--- config.mk ---
export PLATFORM = sky130hd
export DESIGN_NAME = pmc_top
export DESIGN_NICKNAME = d
export VERILOG_FILES = /design/src/rtl/pmc_mdio_frame.v /design/src/rtl/pmc_sync.v /design/src/rtl/pmc_top.v
export VERILOG_INCLUDE_DIRS = /design/src /design/src/inc
export SDC_FILE = /design/constraint.sdc
export NUM_CORES = 1
export LEC_CHECK = 0
export BUFFER_PORTS_ARGS = -buffer_cell sky130_fd_sc_hd__buf_2
export CORE_MARGIN = 2
export CORE_UTILIZATION = 35
export DETAILED_ROUTE_END_ITERATION = 10
export PLACE_DENSITY = 0.65
export SLEW_MARGIN = 20
export SYNTH_ARGS = -nofsm -noshare
export SYNTH_HDL_FRONTEND = slang
export SYNTH_SLANG_ARGS = --single-unit
export TNS_END_PERCENT = 5
--- constraint.sdc ---
create_clock -name i_ref_clk -period 5 [get_ports i_ref_clk]
set_input_delay 0.25 -clock i_ref_clk [delete_from_list [all_inputs] [get_ports i_ref_clk]]
set_output_delay 0.25 -clock i_ref_clk [all_outputs]
set_load 0.03 [all_outputs]
--- src/inc/pmc_map.vh ---
/*
  constants of the phy management and control pin block: mdio frame
  fields, management register numbers and bits, apb register offsets.
  assumes inclusion by bare name from every design file that needs it.
*/
`ifndef PMC_MAP_VH
`define PMC_MAP_VH

// ----------------------------------------------------------------------
// mdio frame
// ----------------------------------------------------------------------
`define PMC_PRE_MIN       6'd32
`define PMC_PRE_SAT       6'd63
`define PMC_OP_READ       2'b10
`define PMC_OP_WRITE      2'b01
`define PMC_ADDR_LAST     4'd9
`define PMC_DATA_LAST     4'd15
`define PMC_TA_LAST       4'd1

// ----------------------------------------------------------------------
// management registers, per channel
// ----------------------------------------------------------------------
`define PMC_MREG_CTRL     5'h00
`define PMC_MREG_STAT     5'h01
`define PMC_MREG_MODE     5'h1D
`define PMC_CTRL_AN_EN    12
`define PMC_CTRL_AN_RST   9
`define PMC_STAT_LINK     2
`define PMC_STAT_AN_ABLE  3
`define PMC_MODE_FIBER    0
`define PMC_AN_EN_RST     1'b1

// ----------------------------------------------------------------------
// apb registers
// ----------------------------------------------------------------------
`define PMC_APB_INT_STAT  8'h00
`define PMC_APB_INT_MASK  8'h04
`define PMC_APB_PIN_STAT  8'h08
`define PMC_APB_CFG       8'h0C
`define PMC_EV_W          9
`define PMC_EV_SIG        0
`define PMC_EV_AN         4
`define PMC_EV_WR         8
`define PMC_PS_AN         0
`define PMC_PS_SIG        4
`define PMC_PS_FIB        8
`define PMC_PS_HIZ        12
`define PMC_STRAP_WAIT    2'd3

`endif

--- src/rtl/pmc_mdio_frame.v ---
/*
  mdio frame engine: preamble, start, opcode, addresses, turnaround,
  16 data bits, stepped on each sampled rising mdc edge.
  assumes i_mdc_rise and i_mdio are already synchronised to i_ref_clk,
  and that read data is presented combinationally from o_phyad/o_regad.
*/
`timescale 1ns/1ps
`include "pmc_map.vh"
module pmc_mdio_frame (
  input  wire        i_ref_clk,
  input  wire        i_nrst,
  input  wire        i_clk_en,
  input  wire        i_mdc_rise,
  input  wire        i_mdio,
  input  wire        i_hit,
  input  wire [15:0] i_rdata,
  output reg  [4:0]  o_phyad,
  output reg  [4:0]  o_regad,
  output reg  [15:0] o_wdata,
  output reg         o_wr,
  output reg         o_drive,
  output reg         o_dout
);
  localparam ST_IDLE  = 3'd0;
  localparam ST_START = 3'd1;
  localparam ST_OP    = 3'd2;
  localparam ST_ADDR  = 3'd3;
  localparam ST_TA    = 3'd4;
  localparam ST_DATA  = 3'd5;

  reg [2:0]  state;
  reg [5:0]  pre;
  reg [3:0]  cnt;
  reg [15:0] sh;
  reg        is_read;

  always @(posedge i_ref_clk) begin
    if (!i_nrst) begin
      state   <= ST_IDLE;
      pre     <= 6'h00;
      cnt     <= 4'h0;
      sh      <= 16'h0000;
      is_read <= 1'b0;
      o_phyad <= 5'h00;
      o_regad <= 5'h00;
      o_wdata <= 16'h0000;
      o_wr    <= 1'b0;
      o_drive <= 1'b0;
      o_dout  <= 1'b1;
    end else if (i_clk_en) begin
      o_wr <= 1'b0;
      if (i_mdc_rise) begin
        case (state)
          ST_IDLE: begin
            if (i_mdio) begin
              if (pre != `PMC_PRE_SAT)
                pre <= pre + 6'd1;
            end else begin
              pre <= 6'h00;
              if (pre >= `PMC_PRE_MIN)
                state <= ST_START;
            end
          end
          ST_START: begin
            cnt   <= 4'h0;
            state <= i_mdio ? ST_OP : ST_IDLE;
          end
          ST_OP: begin
            sh  <= {sh[14:0], i_mdio};
            cnt <= cnt + 4'd1;
            if (cnt == `PMC_TA_LAST) begin
              cnt     <= 4'h0;
              is_read <= ({sh[0], i_mdio} == `PMC_OP_READ);
              if ({sh[0], i_mdio} == `PMC_OP_READ || {sh[0], i_mdio} == `PMC_OP_WRITE)
                state <= ST_ADDR;
              else
                state <= ST_IDLE;
            end
          end
          ST_ADDR: begin
            sh  <= {sh[14:0], i_mdio};
            cnt <= cnt + 4'd1;
            if (cnt == `PMC_ADDR_LAST) begin
              o_phyad <= sh[8:4];
              o_regad <= {sh[3:0], i_mdio};
              cnt     <= 4'h0;
              state   <= ST_TA;
            end
          end
          ST_TA: begin
            cnt <= cnt + 4'd1;
            if (cnt == 4'h0) begin
              // second turnaround bit: drive the zero only when addressed
              o_drive <= is_read & i_hit;
              o_dout  <= 1'b0;
              sh      <= i_rdata;
            end else begin
              o_dout <= sh[15];
              sh     <= {sh[14:0], 1'b0};
              cnt    <= 4'h0;
              state  <= ST_DATA;
            end
          end
          ST_DATA: begin
            cnt <= cnt + 4'd1;
            if (is_read) begin
              o_dout <= sh[15];
              sh     <= {sh[14:0], 1'b0};
            end else begin
              sh <= {sh[14:0], i_mdio};
            end
            if (cnt == `PMC_DATA_LAST) begin
              o_drive <= 1'b0;
              o_dout  <= 1'b1;
              o_wdata <= {sh[14:0], i_mdio};
              o_wr    <= ~is_read;
              state   <= ST_IDLE;
            end
          end
          default: begin
            state <= ST_IDLE;
          end
        endcase
      end
    end
  end
endmodule // pmc_mdio_frame

--- src/rtl/pmc_sync.v ---
/*
  two-flop synchroniser for a bus of independent levels.
  assumes each bit is a slow level; no word coherence is given.
*/
`timescale 1ns/1ps
module pmc_sync #(
  parameter W = 1
) (
  input  wire         i_ref_clk,
  input  wire         i_nrst,
  input  wire         i_clk_en,
  input  wire [W-1:0] i_async,
  output reg  [W-1:0] o_sync
);
  reg [W-1:0] meta;

  always @(posedge i_ref_clk) begin
    if (!i_nrst) begin
      meta   <= {W{1'b0}};
      o_sync <= {W{1'b0}};
    end else if (i_clk_en) begin
      meta   <= i_async;
      o_sync <= meta;
    end
  end
endmodule // pmc_sync

--- src/rtl/pmc_top.v ---
/*
  management and control pin logic of a four channel transceiver:
  mdio slave, autonegotiation enable pin, output 3-state pin,
  fiber signal detect and fiber mode straps, apb register slave with
  sticky status interrupt.
  assumes all pins are asynchronous to i_ref_clk; apb runs on i_ref_clk.
*/
// Contract
// - mdc accepted with no clock relation
// - device drives status with mdc, else releases
// - status change raises the interrupt output
// - enable pin high enables autonegotiation
// - enable pin pulse restarts autonegotiation
// - effective enable is pin and bit 12
// - 3-state pin high floats the mdio and status interrupt outputs
// - signal detect ignored outside fiber mode
// - fiber mode is strap or bit 0
`timescale 1ns/1ps
`include "pmc_map.vh"
module pmc_top #(
  parameter        NCH      = 4,
  parameter [4:0]  PHY_BASE = 5'h00
) (
  input  wire            i_ref_clk,
  input  wire            i_nrst,
  input  wire            i_clk_en,
  input  wire            i_psel,
  input  wire            i_penable,
  input  wire            i_pwrite,
  input  wire [7:0]      i_paddr,
  input  wire [31:0]     i_pwdata,
  output reg  [31:0]     o_prdata,
  output reg             o_pready,
  output reg             o_pslverr,
  input  wire            i_mdc,
  input  wire            i_mdio_in,
  output reg             o_mdio_out,
  output reg             o_mdio_oe,
  input  wire            i_auto_en,
  input  wire            i_output_hiz_enable,
  input  wire [NCH-1:0]  i_fiber_signal_detect,
  input  wire [NCH-1:0]  i_fiber_mode_strap,
  output reg             o_status_irq,
  output reg             o_status_irq_oe,
  output reg  [NCH-1:0]  o_an_enable,
  output reg  [NCH-1:0]  o_an_restart,
  output reg  [NCH-1:0]  o_fiber_mode,
  output reg  [NCH-1:0]  o_signal_detect
);

  // ----------------------------------------------------------------------
  // pin synchronisers
  // ----------------------------------------------------------------------
  localparam SW = 2 * NCH + 4;

  wire [SW-1:0]  sync_q;
  wire           mdc_s;
  wire           mdio_s;
  wire           auto_en_s;
  wire           hiz_s;
  wire [NCH-1:0] fsd_s;
  wire [NCH-1:0] strap_s;

  // mdc is treated as a plain asynchronous level, whatever its source
  pmc_sync #(
    .W (SW)
  ) u_sync (
    .i_ref_clk (i_ref_clk),
    .i_nrst    (i_nrst),
    .i_clk_en  (i_clk_en),
    .i_async   ({i_fiber_mode_strap, i_fiber_signal_detect, i_output_hiz_enable,
                 i_auto_en, i_mdio_in, i_mdc}),
    .o_sync    (sync_q)
  );

  assign mdc_s     = sync_q[0];
  assign mdio_s    = sync_q[1];
  assign auto_en_s = sync_q[2];
  assign hiz_s     = sync_q[3];
  assign fsd_s     = sync_q[4 +: NCH];
  assign strap_s   = sync_q[4 + NCH +: NCH];

  // ----------------------------------------------------------------------
  // edge detection on synchronised levels
  // ----------------------------------------------------------------------
  reg  mdc_d;
  reg  auto_en_d;
  wire mdc_rise;
  wire an_pin_rise;

  always @(posedge i_ref_clk) begin
    if (!i_nrst) begin
      mdc_d     <= 1'b0;
      auto_en_d <= 1'b0;
    end else if (i_clk_en) begin
      mdc_d     <= mdc_s;
      auto_en_d <= auto_en_s;
    end
  end

  assign mdc_rise    = mdc_s & ~mdc_d;
  assign an_pin_rise = auto_en_s & ~auto_en_d;

  // ----------------------------------------------------------------------
  // strap capture after reset release
  // ----------------------------------------------------------------------
  // the synchroniser needs two edges to fill, so the straps are taken late
  reg [1:0]     strap_wait;
  reg [NCH-1:0] strap_q;

  always @(posedge i_ref_clk) begin
    if (!i_nrst) begin
      strap_wait <= 2'd0;
      strap_q    <= {NCH{1'b0}};
    end else if (i_clk_en) begin
      if (strap_wait != `PMC_STRAP_WAIT) begin
        strap_wait <= strap_wait + 2'd1;
        strap_q    <= strap_s;
      end
    end
  end

  // ----------------------------------------------------------------------
  // mdio frame engine
  // ----------------------------------------------------------------------
  wire [4:0]  m_phyad;
  wire [4:0]  m_regad;
  wire [15:0] m_wdata;
  wire        m_wr;
  wire        m_drive;
  wire        m_dout;
  reg  [4:0]  cfg_base;
  wire        m_hit;
  wire [1:0]  m_ch;
  reg  [15:0] m_rdata;

  pmc_mdio_frame u_frame (
    .i_ref_clk  (i_ref_clk),
    .i_nrst     (i_nrst),
    .i_clk_en   (i_clk_en),
    .i_mdc_rise (mdc_rise),
    .i_mdio     (mdio_s),
    .i_hit      (m_hit),
    .i_rdata    (m_rdata),
    .o_phyad    (m_phyad),
    .o_regad    (m_regad),
    .o_wdata    (m_wdata),
    .o_wr       (m_wr),
    .o_drive    (m_drive),
    .o_dout     (m_dout)
  );

  // four consecutive addresses, one per channel
  assign m_hit = (m_phyad[4:2] == cfg_base[4:2]);
  assign m_ch  = m_phyad[1:0];

  // ----------------------------------------------------------------------
  // per channel control, fiber mode and signal detect
  // ----------------------------------------------------------------------
  wire [NCH-1:0] ctrl_an_en;
  wire [NCH-1:0] mode_fiber;
  wire [NCH-1:0] fiber_eff;
  wire [NCH-1:0] sig_eff;
  wire [NCH-1:0] an_eff;
  wire [NCH-1:0] rst_req;

  genvar ch;
  generate
    for (ch = 0; ch < NCH; ch = ch + 1) begin : g_ch
      wire wr_me;
      reg  an_bit;
      reg  fib_bit;

      assign wr_me = m_wr & m_hit & (m_ch == ch);

      // two flops per channel keep each vector bit on a single driver
      always @(posedge i_ref_clk) begin
        if (!i_nrst) begin
          an_bit  <= `PMC_AN_EN_RST;
          fib_bit <= 1'b0;
        end else if (i_clk_en && wr_me) begin
          if (m_regad == `PMC_MREG_CTRL)
            an_bit <= m_wdata[`PMC_CTRL_AN_EN];
          if (m_regad == `PMC_MREG_MODE)
            fib_bit <= m_wdata[`PMC_MODE_FIBER];
        end
      end

      assign ctrl_an_en[ch] = an_bit;
      assign mode_fiber[ch] = fib_bit;

      assign fiber_eff[ch] = strap_q[ch] | mode_fiber[ch];
      assign sig_eff[ch]   = fsd_s[ch] & fiber_eff[ch];
      assign an_eff[ch]    = auto_en_s & ctrl_an_en[ch];
      // restart on a pin pulse or the self clearing register bit
      assign rst_req[ch]   = an_eff[ch] & (an_pin_rise | (wr_me & (m_regad == `PMC_MREG_CTRL) &
                                           m_wdata[`PMC_CTRL_AN_RST]));
    end
  endgenerate

  // management read data for the addressed channel
  always @* begin
    m_rdata = 16'h0000;
    case (m_regad)
      `PMC_MREG_CTRL: begin
        m_rdata[`PMC_CTRL_AN_EN] = ctrl_an_en[m_ch];
      end
      `PMC_MREG_STAT: begin
        m_rdata[`PMC_STAT_LINK]    = sig_eff[m_ch];
        m_rdata[`PMC_STAT_AN_ABLE] = 1'b1;
      end
      `PMC_MREG_MODE: begin
        m_rdata[`PMC_MODE_FIBER] = mode_fiber[m_ch];
      end
      default: begin
        m_rdata = 16'h0000;
      end
    endcase
  end

  // ----------------------------------------------------------------------
  // status events
  // ----------------------------------------------------------------------
  reg  [NCH-1:0]       sig_d;
  reg  [NCH-1:0]       an_d;
  reg  [`PMC_EV_W-1:0] int_stat;
  reg  [`PMC_EV_W-1:0] int_mask;
  wire [`PMC_EV_W-1:0] events;

  always @(posedge i_ref_clk) begin
    if (!i_nrst) begin
      sig_d <= {NCH{1'b0}};
      an_d  <= {NCH{1'b0}};
    end else if (i_clk_en) begin
      sig_d <= sig_eff;
      an_d  <= an_eff;
    end
  end

  assign events = {m_wr & m_hit, an_eff ^ an_d, sig_eff ^ sig_d};

  // ----------------------------------------------------------------------
  // apb slave
  // ----------------------------------------------------------------------
  // one wait state: pready rises in the second access cycle
  wire        apb_acc;
  wire        apb_wr;
  wire        apb_map;
  reg  [31:0] rd_mux;

  assign apb_acc = i_psel & i_penable & ~o_pready;
  assign apb_wr  = i_psel & i_penable & o_pready & i_pwrite & ~o_pslverr;
  assign apb_map = (i_paddr == `PMC_APB_INT_STAT) | (i_paddr == `PMC_APB_INT_MASK) |
                   (i_paddr == `PMC_APB_PIN_STAT) | (i_paddr == `PMC_APB_CFG);

  always @* begin
    rd_mux = 32'h0000_0000;
    case (i_paddr)
      `PMC_APB_INT_STAT: rd_mux[`PMC_EV_W-1:0] = int_stat;
      `PMC_APB_INT_MASK: rd_mux[`PMC_EV_W-1:0] = int_mask;
      `PMC_APB_PIN_STAT: begin
        rd_mux[`PMC_PS_AN  +: NCH] = an_eff;
        rd_mux[`PMC_PS_SIG +: NCH] = sig_eff;
        rd_mux[`PMC_PS_FIB +: NCH] = fiber_eff;
        rd_mux[`PMC_PS_HIZ]        = hiz_s;
      end
      `PMC_APB_CFG:      rd_mux[4:0] = cfg_base;
      default:           rd_mux = 32'h0000_0000;
    endcase
  end

  always @(posedge i_ref_clk) begin
    if (!i_nrst) begin
      o_pready  <= 1'b0;
      o_pslverr <= 1'b0;
      o_prdata  <= 32'h0000_0000;
    end else if (i_clk_en) begin
      o_pready  <= apb_acc;
      o_pslverr <= apb_acc & ~apb_map;
      if (apb_acc && !i_pwrite)
        o_prdata <= rd_mux;
      else if (apb_acc)
        o_prdata <= 32'h0000_0000;
    end
  end

  // sticky status: a new event beats a same cycle write-one-to-clear
  always @(posedge i_ref_clk) begin
    if (!i_nrst) begin
      int_stat <= {`PMC_EV_W{1'b0}};
      int_mask <= {`PMC_EV_W{1'b0}};
      cfg_base <= PHY_BASE;
    end else if (i_clk_en) begin
      if (apb_wr && i_paddr == `PMC_APB_INT_STAT)
        int_stat <= (int_stat & ~i_pwdata[`PMC_EV_W-1:0]) | events;
      else
        int_stat <= int_stat | events;
      if (apb_wr && i_paddr == `PMC_APB_INT_MASK)
        int_mask <= i_pwdata[`PMC_EV_W-1:0];
      if (apb_wr && i_paddr == `PMC_APB_CFG)
        cfg_base <= i_pwdata[4:0];
    end
  end

  // ----------------------------------------------------------------------
  // registered outputs
  // ----------------------------------------------------------------------
  always @(posedge i_ref_clk) begin
    if (!i_nrst) begin
      o_mdio_out      <= 1'b1;
      o_mdio_oe       <= 1'b0;
      o_status_irq    <= 1'b0;
      o_status_irq_oe <= 1'b0;
      o_an_enable     <= {NCH{1'b0}};
      o_an_restart    <= {NCH{1'b0}};
      o_fiber_mode    <= {NCH{1'b0}};
      o_signal_detect <= {NCH{1'b0}};
    end else if (i_clk_en) begin
      o_mdio_out      <= m_dout;
      o_mdio_oe       <= m_drive & ~hiz_s;
      o_status_irq    <= |(int_stat & int_mask);
      o_status_irq_oe <= ~hiz_s;
      o_an_enable     <= an_eff;
      o_an_restart    <= rst_req;
      o_fiber_mode    <= fiber_eff;
      o_signal_detect <= sig_eff;
    end
  end

endmodule // pmc_top

==> impl_table.tex, run 1 <==
\begin{tabular}{lr}
\hline
Metric & Value \\
\hline
\multicolumn{2}{l}{\textbf{Detailed routing}} \\
\quad Sum of routed wire segments on met1 & 7630 um \\
\quad Via density per instance & 5.25 \\
\quad Drt total wl & 16300 um \\
\quad Post-detailed-route DRC marker count & 0 \\
\quad Drt wl/cell & 15.8 um \\
\quad Top layer in use & met4 \\
\quad Via count & 5424 \\
\quad DR WL met2 & 7630 um \\
\quad Violation count after the first detailed-routing iteration & between 200 and 300 \\
\quad Number of optimization iterations in the first detailed-route pass & 4 \\
\quad Number of nets still failing antenna checks after routing & 0 \\
\quad Wire length on met3 & 822 um \\
\multicolumn{2}{l}{\textbf{Yosys}} \\
\quad Library cells used by synthesis & between 50 and 60 \\
\quad Ys Warns & 0 \\
\quad Post-Syn Instances & roughly 740 \\
\quad Share of Yosys cell area claimed by the top area cell type & 43.5\% \\
\quad Number of flops mapped to enable cells by yosys & 0 \\
\quad Share of async-settable or async-resettable flops after synthesis & 0\% \\
\quad Post-Syn Area per Cell & 8.91 um2 \\
\quad Dominant synthesized flop cell & dfxtp\_1 \\
\quad Cell with the most instances after synthesis & dfxtp\_1 \\
\quad Mapped Area & roughly 6600 um2 \\
\quad \#FFs+latches synth & 144 \\
\quad Post-synthesis cell type with the largest combined area & dfxtp\_1 \\
\quad Sequential area share after synthesis & 43.5\% \\
\quad Most used standard cells in the synthesized netlist & 144 x dfxtp\_1, 92 x nor2\_1, 66 x mux2i\_1 \\
\quad Synth area leaders & dfxtp\_1 44\%, mux2i\_1 10\%, nor2\_1 5.2\% \\
\multicolumn{2}{l}{\textbf{Global routing}} \\
\quad Number of global-route vias before repair & 5147 \\
\quad Remaining global-route overflow & 0 \\
\quad Global-route usage over all layers & 16.7\% \\
\quad Antenna violations before repair & 0 \\
\quad First-pass GRT wire length & 26400 um \\
\quad Largest net degree at the start of global routing & 55 \\
\multicolumn{2}{l}{\textbf{Critical path}} \\
\quad Worst Path Class, Setup & reg2reg \\
\quad Reg2reg start & u\_frame.state[0] \\
\quad Critical register-to-register path endpoint & u\_frame.pre[5] \\
\quad Peak fanout along the critical path & 14 \\
\quad CP Data Required Time & 5300 ps \\
\quad Worst EP arrival & between 2000 and 2500 ps \\
\quad Worst setup path start & u\_frame.state[0] \\
\quad Cell depth of the worst flop-to-flop path & 4 \\
\quad R2R setup slack & 2850 ps \\
\quad Worst Setup End Kind & flop \\
\quad Worst Setup Start Kind & flop \\
\multicolumn{2}{l}{\textbf{Timing}} \\
\quad Setup repair after global routing missed its margin & no \\
\quad Slew at the pin closest to its max-slew limit & about 1000 ps \\
\quad Max Freq & 0.465 GHz \\
\quad Share of the clock period used by the worst path & roughly 43\% \\
\quad Endpoints failing hold & 0 \\
\quad Setup violation total in the final timing report & 0 \\
\quad Max-Slew Margin vs Limit & 31.5\% \\
\quad Worst hold slack & 72.3 ps \\
\quad Number of max-slew violations in the final report & 0 \\
\quad Final critical-path required period & 2150 ps \\
\quad Final total negative setup slack & 0 ps \\
\quad Maximum clock skew at final layout & between 5 and 6 ps \\
\multicolumn{2}{l}{\textbf{Clocking}} \\
\quad Clock Latency Late Sink & 420 ps \\
\quad Number of H-tree levels & 4 \\
\quad Number of setup buffers added after CTS & 0 \\
\quad TritonCTS clock tree & yes \\
\quad Maximum number of buffers from clock root to sink & 2 \\
\quad Clock-pin slew of the registers on the worst-case setup and hold paths & 60 ps \\
\quad CTS hold repair buffers & 0 \\
\quad Number of sinks handled by clock tree synthesis & 144 \\
\quad Number of gates given a new drive strength after cts & 0 \\
\quad Clock Root Buffer & clkbuf\_16 \\
\quad Clock buffers created by TritonCTS & 17 \\
\multicolumn{2}{l}{\textbf{Finish}} \\
\quad Filler cells & 1831 \\
\quad Synthesis-to-finish area growth & 14.7\% \\
\quad Sequential cell area in the final layout & between 2000 and 3000 um2 \\
\quad Antenna diode instance count & 0 \\
\quad Fraction of final layout cells with drive strength greater than 1 & roughly 15\% \\
\quad Final net count & between 800 and 900 \\
\quad Area used by multi-input combinational logic & 3370 um2 \\
\multicolumn{2}{l}{\textbf{Die}} \\
\quad Initial Util & 35.5\% \\
\quad Floorplan core area & about 19000 um2 \\
\quad Die Span X & 142 um \\
\quad Number of standard-cell rows in the floorplan & 50 \\
\quad Number of top-level pins & $\sim$110 \\
\quad Die Ht & 142 um \\
\quad Total die area & 20000 um2 \\
\multicolumn{2}{l}{\textbf{Pwr}} \\
\quad Max IR drop VDD & 0.207 mV \\
\quad Total power per unit cell area & 339 nW/um2 \\
\quad Total power & 0.00258 W \\
\quad Leakage power total & 2.95 nW \\
\multicolumn{2}{l}{\textbf{Worst hold path}} \\
\quad Source of the worst hold timing path & i\_mdc \\
\quad Cells on Worst Hold Path & 3 \\
\quad Path type of the worst min-delay path & in2reg \\
\quad Hold Crit Endpoint & u\_sync.meta[0] \\
\multicolumn{2}{l}{\textbf{Flow run}} \\
\quad Total of max-cap violations & 0 \\
\multicolumn{2}{l}{\textbf{Outcome}} \\
\quad Outcome & finished, final reports clean \\
\multicolumn{2}{l}{\textbf{Placement}} \\
\quad Count of input and output buffers & 69 \\
\quad Placer's final routability congestion estimate & around 0.85 \\
\quad Half-perimeter wire length of the detailed placement result & 11200 um \\
\hline
\end{tabular}
[worst max-delay path, stage by stage (launching register included)]
cell	delay, ps
dfxtp_1	450
or3_4	490
or2_0	360
nor4_1	370
mux2_2	370
[flip-flops by register name, indices dropped and copies added (netlist names), 5 cells and up]
name             count
u_frame.sh          16
o_prdata            13
u_sync.meta         12
u_sync.o_sync       12
int_mask             9
int_stat             9
u_frame.pre          6
cfg_base             5
u_frame.o_phyad      5
u_frame.o_regad      5
[per-layer routing]
metal  vias to the layer above  track usage, %
li1                       2680               -
met1                      2553            22.2
met2                       169            26.7
met3                        22            3.98
met4                         0            5.95
met5                         -               0
[logic make-up after synthesis]
logic type | share of synthesized area, %
buf+inv | 6.56
compound gates | 14.4
xor+xnor | 1.72
other cells | 0.0566
mux | 12.9
flops | 43.5
fa+ha+maj | 1.32
simple gates | 19.5
[stage by stage]
stage	setup slack, ps	utilization (%)	instances	cell area (um2)
floorplan	3100	-	761	6690
global placement	2700	37.6	1002	7010
detailed placement	2680	37.6	1002	7010
CTS	2870	40.7	1034	7590
global route	2700	40.7	1034	7590
finish	2850	40.7	1034	7590
[worst max-delay path by stage]
stage,to,slack (ps),cells past startpoint
6_report,u_frame.pre[5],2850,4
5_1_grt,u_frame.pre[5],2700,4
4_1_cts,u_frame.pre[5],2870,4
3_5_place_dp,g_ch[2].an_bit,2680,6
3_3_place_gp,g_ch[1].an_bit,2700,6
2_1_floorplan,u_frame.state[0],3100,7
[layout make-up]
cell class	instances	area share, %
clock buffers	22	6.24
clock inverters	10	1.43
inverters	22	1.09
multi-input cells	528	44.4
flip-flops and latches	144	38.0
well taps	234	3.86
repair buffers	74	5.04
[placed cells by master, fill, tap and decap left out, drive strengths merged, types with 9 or more instances in the layout]
master,Yosys,final
dfxtp,144,144
nor2,92,92
buf,32,74
mux2i,66,66
nand2,53,53
a21oi,46,46
nand3,43,43
o21ai,40,40
inv,22,23
clkbuf,35,22
conb,1,19
a31oi,11,11
and2,9,9
o21a,9,9
[power by group]
group | switching (W) | total (W) | internal (W)
clock | 0.000481 | 0.00125 | 0.000771
sequential | 0.0000124 | 0.00118 | 0.00117
combinational | 0.000103 | 0.000148 | 0.0000454
No activity file was read; power rests on OpenSTA's default activity.
==> inputs of run 2 (changes only) <==
clock period = 2 ns   (was 5 ns; I/O delays follow)
==> impl_table.tex, run 2 (synthesis gave the netlist of run 1 again) <==
\begin{tabular}{lr}
\hline
Metric & Value \\
\hline
\multicolumn{2}{l}{\textbf{Global routing}} \\
\quad GRT met2 Usage & 27.6\% (was 26.7\%) \\
\quad Global-route usage over all layers & 17.1\% (was 16.7\%) \\
\quad First-pass GRT wire length & 27200 um (was 26400 um) \\
\quad Met3 Track Usage GR & 4.18\% (was 3.98\%) \\
\quad Antenna violations before repair & 0 (unchanged) \\
\quad Remaining global-route overflow & 0 (unchanged) \\
\quad Number of global-route vias before repair & 5206 (was 5147) \\
\quad Largest net degree at the start of global routing & 39 (was 55) \\
\quad GRT Max-Usage Layer & met2 (unchanged) \\
\quad Met1 usage in global routing & 22.9\% (was 22.2\%) \\
\multicolumn{2}{l}{\textbf{Timing}} \\
\quad Post-route worst setup slack & 156 ps (was 2850 ps) \\
\quad Final critical-path required period & 1840 ps (was 2150 ps) \\
\quad Maximum clock skew at final layout & 9.59 ps (was 5.82 ps) \\
\quad Endpoints failing hold & 0 (unchanged) \\
\quad Setup repair after global routing missed its margin & no (unchanged) \\
\quad Setup violation total in the final timing report & 0 (unchanged) \\
\quad Number of max-slew violations in the final report & 0 (unchanged) \\
\quad Max Freq & 0.542 GHz (was 0.465 GHz) \\
\quad Final total negative setup slack & 0 ps (unchanged) \\
\quad Share of the clock period used by the worst path & 92.2\% (was 43.0\%) \\
\multicolumn{2}{l}{\textbf{Finish}} \\
\quad Synthesis-to-finish area growth & 21.7\% (was 14.7\%) \\
\quad Design area & 8060 um2 (was 7590 um2) \\
\quad Core utilization of the finished layout & 43.2\% (was 40.7\%) \\
\quad Antenna diode instance count & 0 (unchanged) \\
\quad Sequential cell area in the final layout & 2880 um2 (unchanged) \\
\quad Non-filler instance count after layout & 1083 (was 1034) \\
\quad Number of flip-flops under the largest register name & 16 (unchanged) \\
\quad Registers with the most flip-flops & u\_frame.sh: 16 flops, o\_prdata: 13 flops (unchanged) \\
\quad Top register by number of flip-flops & u\_frame.sh (unchanged) \\
\quad Area used by multi-input combinational logic & 3370 um2 (unchanged) \\
\quad Top library cells by usage in the layout, fill and taps aside & 144 x dfxtp\_1, 92 x nor2\_1, 69 x buf\_2, 66 x mux2i\_1, 53 x nand2\_1 (unchanged) \\
\quad Fraction of final layout cells with drive strength greater than 1 & 17.8\% (was 15.4\%) \\
\quad Leading cell type in the layout, fill and taps excluded & dfxtp\_1 (unchanged) \\
\quad Filler cells & 1806 (was 1831) \\
\quad Final net count & 902 (was 852) \\
\multicolumn{2}{l}{\textbf{Die}} \\
\quad Number of standard-cell rows in the floorplan & 50 (unchanged) \\
\quad Die Ht & 142 um (unchanged) \\
\quad Floorplan core area & 18600 um2 (unchanged) \\
\quad Die Span X & 142 um (unchanged) \\
\quad Total die area & 20000 um2 (unchanged) \\
\quad Initial Util & 35.5\% (unchanged) \\
\quad Number of top-level pins & 112 (unchanged) \\
\multicolumn{2}{l}{\textbf{Critical path}} \\
\quad Top cell family by delay on the critical path & simple AND/OR/NAND/NOR gates (unchanged) \\
\quad Stage delay of the slowest cell on the critical path & 380 ps (was 490 ps) \\
\quad Peak fanout along the critical path & 9 (was 14) \\
\quad CP max-delay cell & or3\_4 (unchanged) \\
\quad Worst Setup Start Kind & flop (unchanged) \\
\quad Buf/Inv on CP & 0 (unchanged) \\
\quad Worst Setup End Kind & flop (unchanged) \\
\quad Worst EP arrival & 2150 ps (was 2460 ps) \\
\quad CP Data Required Time & 2300 ps (was 5300 ps) \\
\quad Ordered list of cells on the worst path & or3\_4, or2\_0, nor4\_1, mux2\_2 (unchanged) \\
\quad Worst Path Class, Setup & reg2reg (unchanged) \\
\multicolumn{2}{l}{\textbf{Detailed routing}} \\
\quad Violation count after the first detailed-routing iteration & 282 (was 253) \\
\quad Number of nets still failing antenna checks after routing & 0 (unchanged) \\
\quad Via density per instance & 5.15 (was 5.25) \\
\quad Via count & 5582 (was 5424) \\
\quad Post-detailed-route DRC marker count & 0 (unchanged) \\
\quad Drt total wl & 16900 um (was 16300 um) \\
\quad Drt wl/cell & 15.6 um (was 15.8 um) \\
\quad Number of optimization iterations in the first detailed-route pass & 5 (was 4) \\
\multicolumn{2}{l}{\textbf{Flow run}} \\
\quad Total of max-cap violations & 0 (unchanged) \\
\multicolumn{2}{l}{\textbf{Clocking}} \\
\quad Clock Root Buffer & clkbuf\_16 (unchanged) \\
\quad Number of setup buffers added after CTS & 0 (unchanged) \\
\quad Clock Latency Late Sink & 420 ps (about the same) \\
\quad Clock-pin slew of the registers on the worst-case setup and hold paths & 60 ps (about the same) \\
\quad Maximum number of buffers from clock root to sink & 2 (unchanged) \\
\quad Number of sinks handled by clock tree synthesis & 144 (unchanged) \\
\quad TritonCTS clock tree & yes (unchanged) \\
\quad Number of H-tree levels & 4 (unchanged) \\
\quad Clock buffers created by TritonCTS & 17 (unchanged) \\
\multicolumn{2}{l}{\textbf{Placement}} \\
\quad Number of instances in the placed design & 1031 (was 1002) \\
\quad Count of input and output buffers & 69 (unchanged) \\
\quad Post-Place Cell Area & 7240 um2 (was 7010 um2) \\
\quad Setup slack at placement & 124 ps (was 2680 ps) \\
\quad Half-perimeter wire length of the detailed placement result & 11900 um (was 11200 um) \\
\quad Placer's final routability congestion estimate & 0.810 (was 0.850) \\
\multicolumn{2}{l}{\textbf{Worst hold path}} \\
\quad Path type of the worst min-delay path & in2reg (unchanged) \\
\multicolumn{2}{l}{\textbf{Pwr}} \\
\quad Total power per unit cell area & 821 nW/um2 (was 339 nW/um2) \\
\quad Max IR drop VDD & 0.573 mV (was 0.207 mV) \\
\quad Leakage power total & 3.19 nW (was 2.95 nW) \\
\multicolumn{2}{l}{\textbf{Outcome}} \\
\quad Outcome & finished, final reports clean (unchanged) \\
\hline
\end{tabular}
[run 2: changes by cell type in the layout (fill, tap and decap cells not counted), sizes merged]
cell	change
buf	+29
dlygate4sd3	+21
bufinv	+1
clkinv	-1
inv	-1
[run 2: layout make-up]
cell class | count | share of cell area [%]
multi-input cells | 528 | 41.8
well taps | 234 | 3.63
repair buffers | 124 | 10.2
clock inverters | 9 | 1.65
inverters | 22 | 1.02
flip-flops and latches | 144 | 35.8
clock buffers | 22 | 5.88
[run 2: routing by layer]
| layer | vias to the layer above | part of all wire, % | wire length [um] |
|---|---|---|---|
| met5 | - | 0 | 0 |
| met2 | 149 | 47 | 7910 |
| met4 | 0 | 1.3 | 222 |
| li1 | 2783 | - | - |
| met3 | 19 | 5.3 | 889 |
| met1 | 2631 | 47 | 7880 |
[run 2: what timing repair did]
item                      CTS  global route
hold buffers               21             0
gates resized for setup     0             0
hold endpoints to repair   27             0
[run 2: final timing paths]
| check | from | end | slack [ps] | cells after the start |
|---|---|---|---|---|
| max | u_frame.state[0] | u_frame.pre[5] | 160 | 4 |
| min reg2reg | o_prdata[9] | o_prdata[9] | 450 | 2 |
| max reg2reg | u_frame.state[0] | u_frame.pre[5] | 160 | 4 |
| min | i_nrst | u_frame.o_wdata[0] | 70 | 3 |
[run 2: worst register-to-register path: stages, from the launching register on]
cell     delay [ps]
dfxtp_1         310
or3_4           380
or2_0           340
nor4_1          350
mux2_2          360
[run 2: power by group]
part	leakage [nW]	internal, W	total, W	switching [W]
clock	0.292	0.00205	0.00325	0.00119
sequential	1.17	0.00291	0.00294	0.0000309
combinational	1.73	0.000155	0.000427	0.000272
total	3.19	0.00512	0.00662	0.00150
[run 2: per-stage QoR]
stage               hold slack, ps  power, W
floorplan                      222   0.00329
global placement               343   0.00340
detailed placement             347   0.00340
CTS                           54.1   0.00667
global route                   102   0.00684
finish                        66.7   0.00662
==> inputs of run 3 (changes only) <==
MAX_ROUTING_LAYER = met4   (was unset)
==> impl_table.tex, run 3 (synthesis gave the netlist of run 1 again) <==
\begin{tabular}{lr}
\hline
Metric & Value \\
\hline
\multicolumn{2}{l}{\textbf{Clocking}} \\
\quad Maximum number of buffers from clock root to sink & 2 (unchanged) \\
\quad Clock-pin slew of the registers on the worst-case setup and hold paths & 60 ps (about the same) \\
\quad Clock Latency Late Sink & 420 ps (about the same) \\
\quad TritonCTS clock tree & yes (unchanged) \\
\quad Number of gates given a new drive strength after cts & 0 (unchanged) \\
\quad Clock Root Buffer & clkbuf\_16 (unchanged) \\
\quad Number of sinks handled by clock tree synthesis & 144 (unchanged) \\
\quad Clock buffers created by TritonCTS & 17 (unchanged) \\
\quad Number of H-tree levels & 4 (unchanged) \\
\multicolumn{2}{l}{\textbf{Critical path}} \\
\quad Worst EP arrival & 2190 ps (was 2150 ps) \\
\quad Worst Setup End Kind & flop (unchanged) \\
\quad Peak fanout along the critical path & 5 (was 9) \\
\quad CP max-delay cell & or4\_1 (was or3\_4) \\
\quad Worst Setup Start Kind & flop (unchanged) \\
\quad CP Data Required Time & 2350 ps (was 2300 ps) \\
\quad Worst Path Class, Setup & reg2reg (unchanged) \\
\quad Top cell family by delay on the critical path & simple AND/OR/NAND/NOR gates (unchanged) \\
\quad Ordered list of cells on the worst path & inv\_1, ha\_1, and4bb\_2, and2\_1, or4\_1, a21oi\_1 (was or3\_4, or2\_0, nor4\_1, mux2\_2) \\
\quad Buf/Inv on CP & 1 (was 0) \\
\quad Stage delay of the slowest cell on the critical path & 510 ps (was 380 ps) \\
\multicolumn{2}{l}{\textbf{Detailed routing}} \\
\quad Drt wl/cell & 15.6 um (about the same) \\
\quad Post-detailed-route DRC marker count & 0 (unchanged) \\
\quad Drt total wl & 16900 um (about the same) \\
\quad Number of nets still failing antenna checks after routing & 0 (unchanged) \\
\quad Via density per instance & 5.16 (was 5.15) \\
\quad Number of optimization iterations in the first detailed-route pass & 4 (was 5) \\
\quad Violation count after the first detailed-routing iteration & 318 (was 282) \\
\quad Via count & 5593 (was 5582) \\
\multicolumn{2}{l}{\textbf{Timing}} \\
\quad Max Freq & 0.542 GHz (about the same) \\
\quad Setup violation total in the final timing report & 0 (unchanged) \\
\quad Maximum clock skew at final layout & 8.35 ps (was 9.59 ps) \\
\quad Final total negative setup slack & 0 ps (unchanged) \\
\quad Number of max-slew violations in the final report & 0 (unchanged) \\
\quad Share of the clock period used by the worst path & 92.2\% (about the same) \\
\quad Setup repair after global routing missed its margin & no (unchanged) \\
\quad Final critical-path required period & 1840 ps (about the same) \\
\quad Post-route worst setup slack & 155 ps (was 156 ps) \\
\quad Endpoints failing hold & 0 (unchanged) \\
\multicolumn{2}{l}{\textbf{Finish}} \\
\quad Number of flip-flops under the largest register name & 16 (unchanged) \\
\quad Registers with the most flip-flops & u\_frame.sh: 16 flops, o\_prdata: 13 flops (unchanged) \\
\quad Antenna diode instance count & 0 (unchanged) \\
\quad Top library cells by usage in the layout, fill and taps aside & 144 x dfxtp\_1, 92 x nor2\_1, 69 x buf\_2, 66 x mux2i\_1, 53 x nand2\_1 (unchanged) \\
\quad Filler cells & 1806 (unchanged) \\
\quad Leading cell type in the layout, fill and taps excluded & dfxtp\_1 (unchanged) \\
\quad Top register by number of flip-flops & u\_frame.sh (unchanged) \\
\quad Final net count & 902 (unchanged) \\
\quad Fraction of final layout cells with drive strength greater than 1 & 17.8\% (unchanged) \\
\quad Synthesis-to-finish area growth & 21.7\% (unchanged) \\
\multicolumn{2}{l}{\textbf{Pwr}} \\
\quad Leakage power total & 3.19 nW (unchanged) \\
\quad Max IR drop VDD & 0.573 mV (about the same) \\
\quad Total power per unit cell area & 821 nW/um2 (about the same) \\
\multicolumn{2}{l}{\textbf{Placement}} \\
\quad Placer's final routability congestion estimate & 0.822 (was 0.810) \\
\quad Setup slack at placement & 124 ps (unchanged) \\
\quad Half-perimeter wire length of the detailed placement result & 11900 um (unchanged) \\
\quad Count of input and output buffers & 69 (unchanged) \\
\multicolumn{2}{l}{\textbf{Die}} \\
\quad Floorplan core area & 18600 um2 (unchanged) \\
\quad Initial Util & 35.5\% (unchanged) \\
\quad Die Span X & 142 um (unchanged) \\
\quad Number of top-level pins & 112 (unchanged) \\
\quad Die Ht & 142 um (unchanged) \\
\quad Total die area & 20000 um2 (unchanged) \\
\quad Number of standard-cell rows in the floorplan & 50 (unchanged) \\
\multicolumn{2}{l}{\textbf{Global routing}} \\
\quad Remaining global-route overflow & 0 (unchanged) \\
\quad Largest net degree at the start of global routing & 39 (unchanged) \\
\quad Number of global-route vias before repair & 5196 (was 5206) \\
\quad Antenna violations before repair & 0 (unchanged) \\
\quad First-pass GRT wire length & 27200 um (about the same) \\
\quad Global-route usage over all layers & 17.6\% (was 17.1\%) \\
\multicolumn{2}{l}{\textbf{Outcome}} \\
\quad Outcome & finished, final reports clean (unchanged) \\
\multicolumn{2}{l}{\textbf{Worst hold path}} \\
\quad Path type of the worst min-delay path & in2reg (unchanged) \\
\multicolumn{2}{l}{\textbf{Flow run}} \\
\quad Total of max-cap violations & 0 (unchanged) \\
\hline
\end{tabular}
[run 3: cell counts in the layout (fill, tap and decap cells not counted)]
Identical to the previous run, type by type.
[run 3: power breakdown]
group,switching [W],internal (W)
logic,0.000272,0.000155
clock network,0.00119,0.00205
registers,0.0000311,0.00291
[run 3: layout make-up]
cell class | count | area (um2) | share of cell area [%]
clock buffers | 22 | 474 | 5.88
clock inverters | 9 | 133 | 1.65
inverters | 22 | 82.6 | 1.02
multi-input cells | 528 | 3370 | 41.8
flip-flops and latches | 144 | 2880 | 35.8
well taps | 234 | 293 | 3.63
repair buffers | 124 | 823 | 10.2
[run 3: per-layer routing]
| metal | global-route usage [%] | routed length, um | share of wire (%) |
|---|---|---|---|
| met3 | 4.08 | 933 | 5.5 |
| met4 | 4.74 | 219 | 1.3 |
| met5 | - | 0 | 0 |
| met2 | 27.6 | 7870 | 46 |
| met1 | 23.0 | 7920 | 47 |
[run 3: worst reg2reg max path: cells and delay by family (launching register included)]
kind | cells | cell delay (ps)
AOI/OAI and AO/OA | 1 | 130
adders and majority gates | 1 | 220
buffers and inverters | 1 | 80
DFF | 1 | 400
and+or+nand+nor | 3 | 960
[run 3: per-stage QoR]
stage | total power (W) | cells | util, % | hold WS, ps | instance area, um2
finish | 0.00662 | 1083 | 43.2 | 67.5 | 8060
global route | 0.00684 | 1083 | 43.2 | 103 | 8060
CTS | 0.00667 | 1083 | 43.2 | 54.1 | 8060
detailed placement | 0.00340 | 1031 | 38.8 | 347 | 7240
global placement | 0.00340 | 1031 | 38.8 | 343 | 7240
floorplan | 0.00329 | 761 | - | 222 | 6690
[run 3: final timing paths]
kind	to	slack, ps	from	cells after the start
setup / recovery	u_frame.state[2]	160	u_frame.cnt[0]	6
hold / removal	u_frame.o_wdata[0]	70	i_nrst	3
setup reg to reg	u_frame.state[2]	160	u_frame.cnt[0]	6
hold reg to reg	o_prdata[9]	450	o_prdata[9]	2
[run 3: repair_timing]
item	in CTS	in global routing
setup buffers	0	0
hold endpoints to repair	27	0
hold buffers	21	0
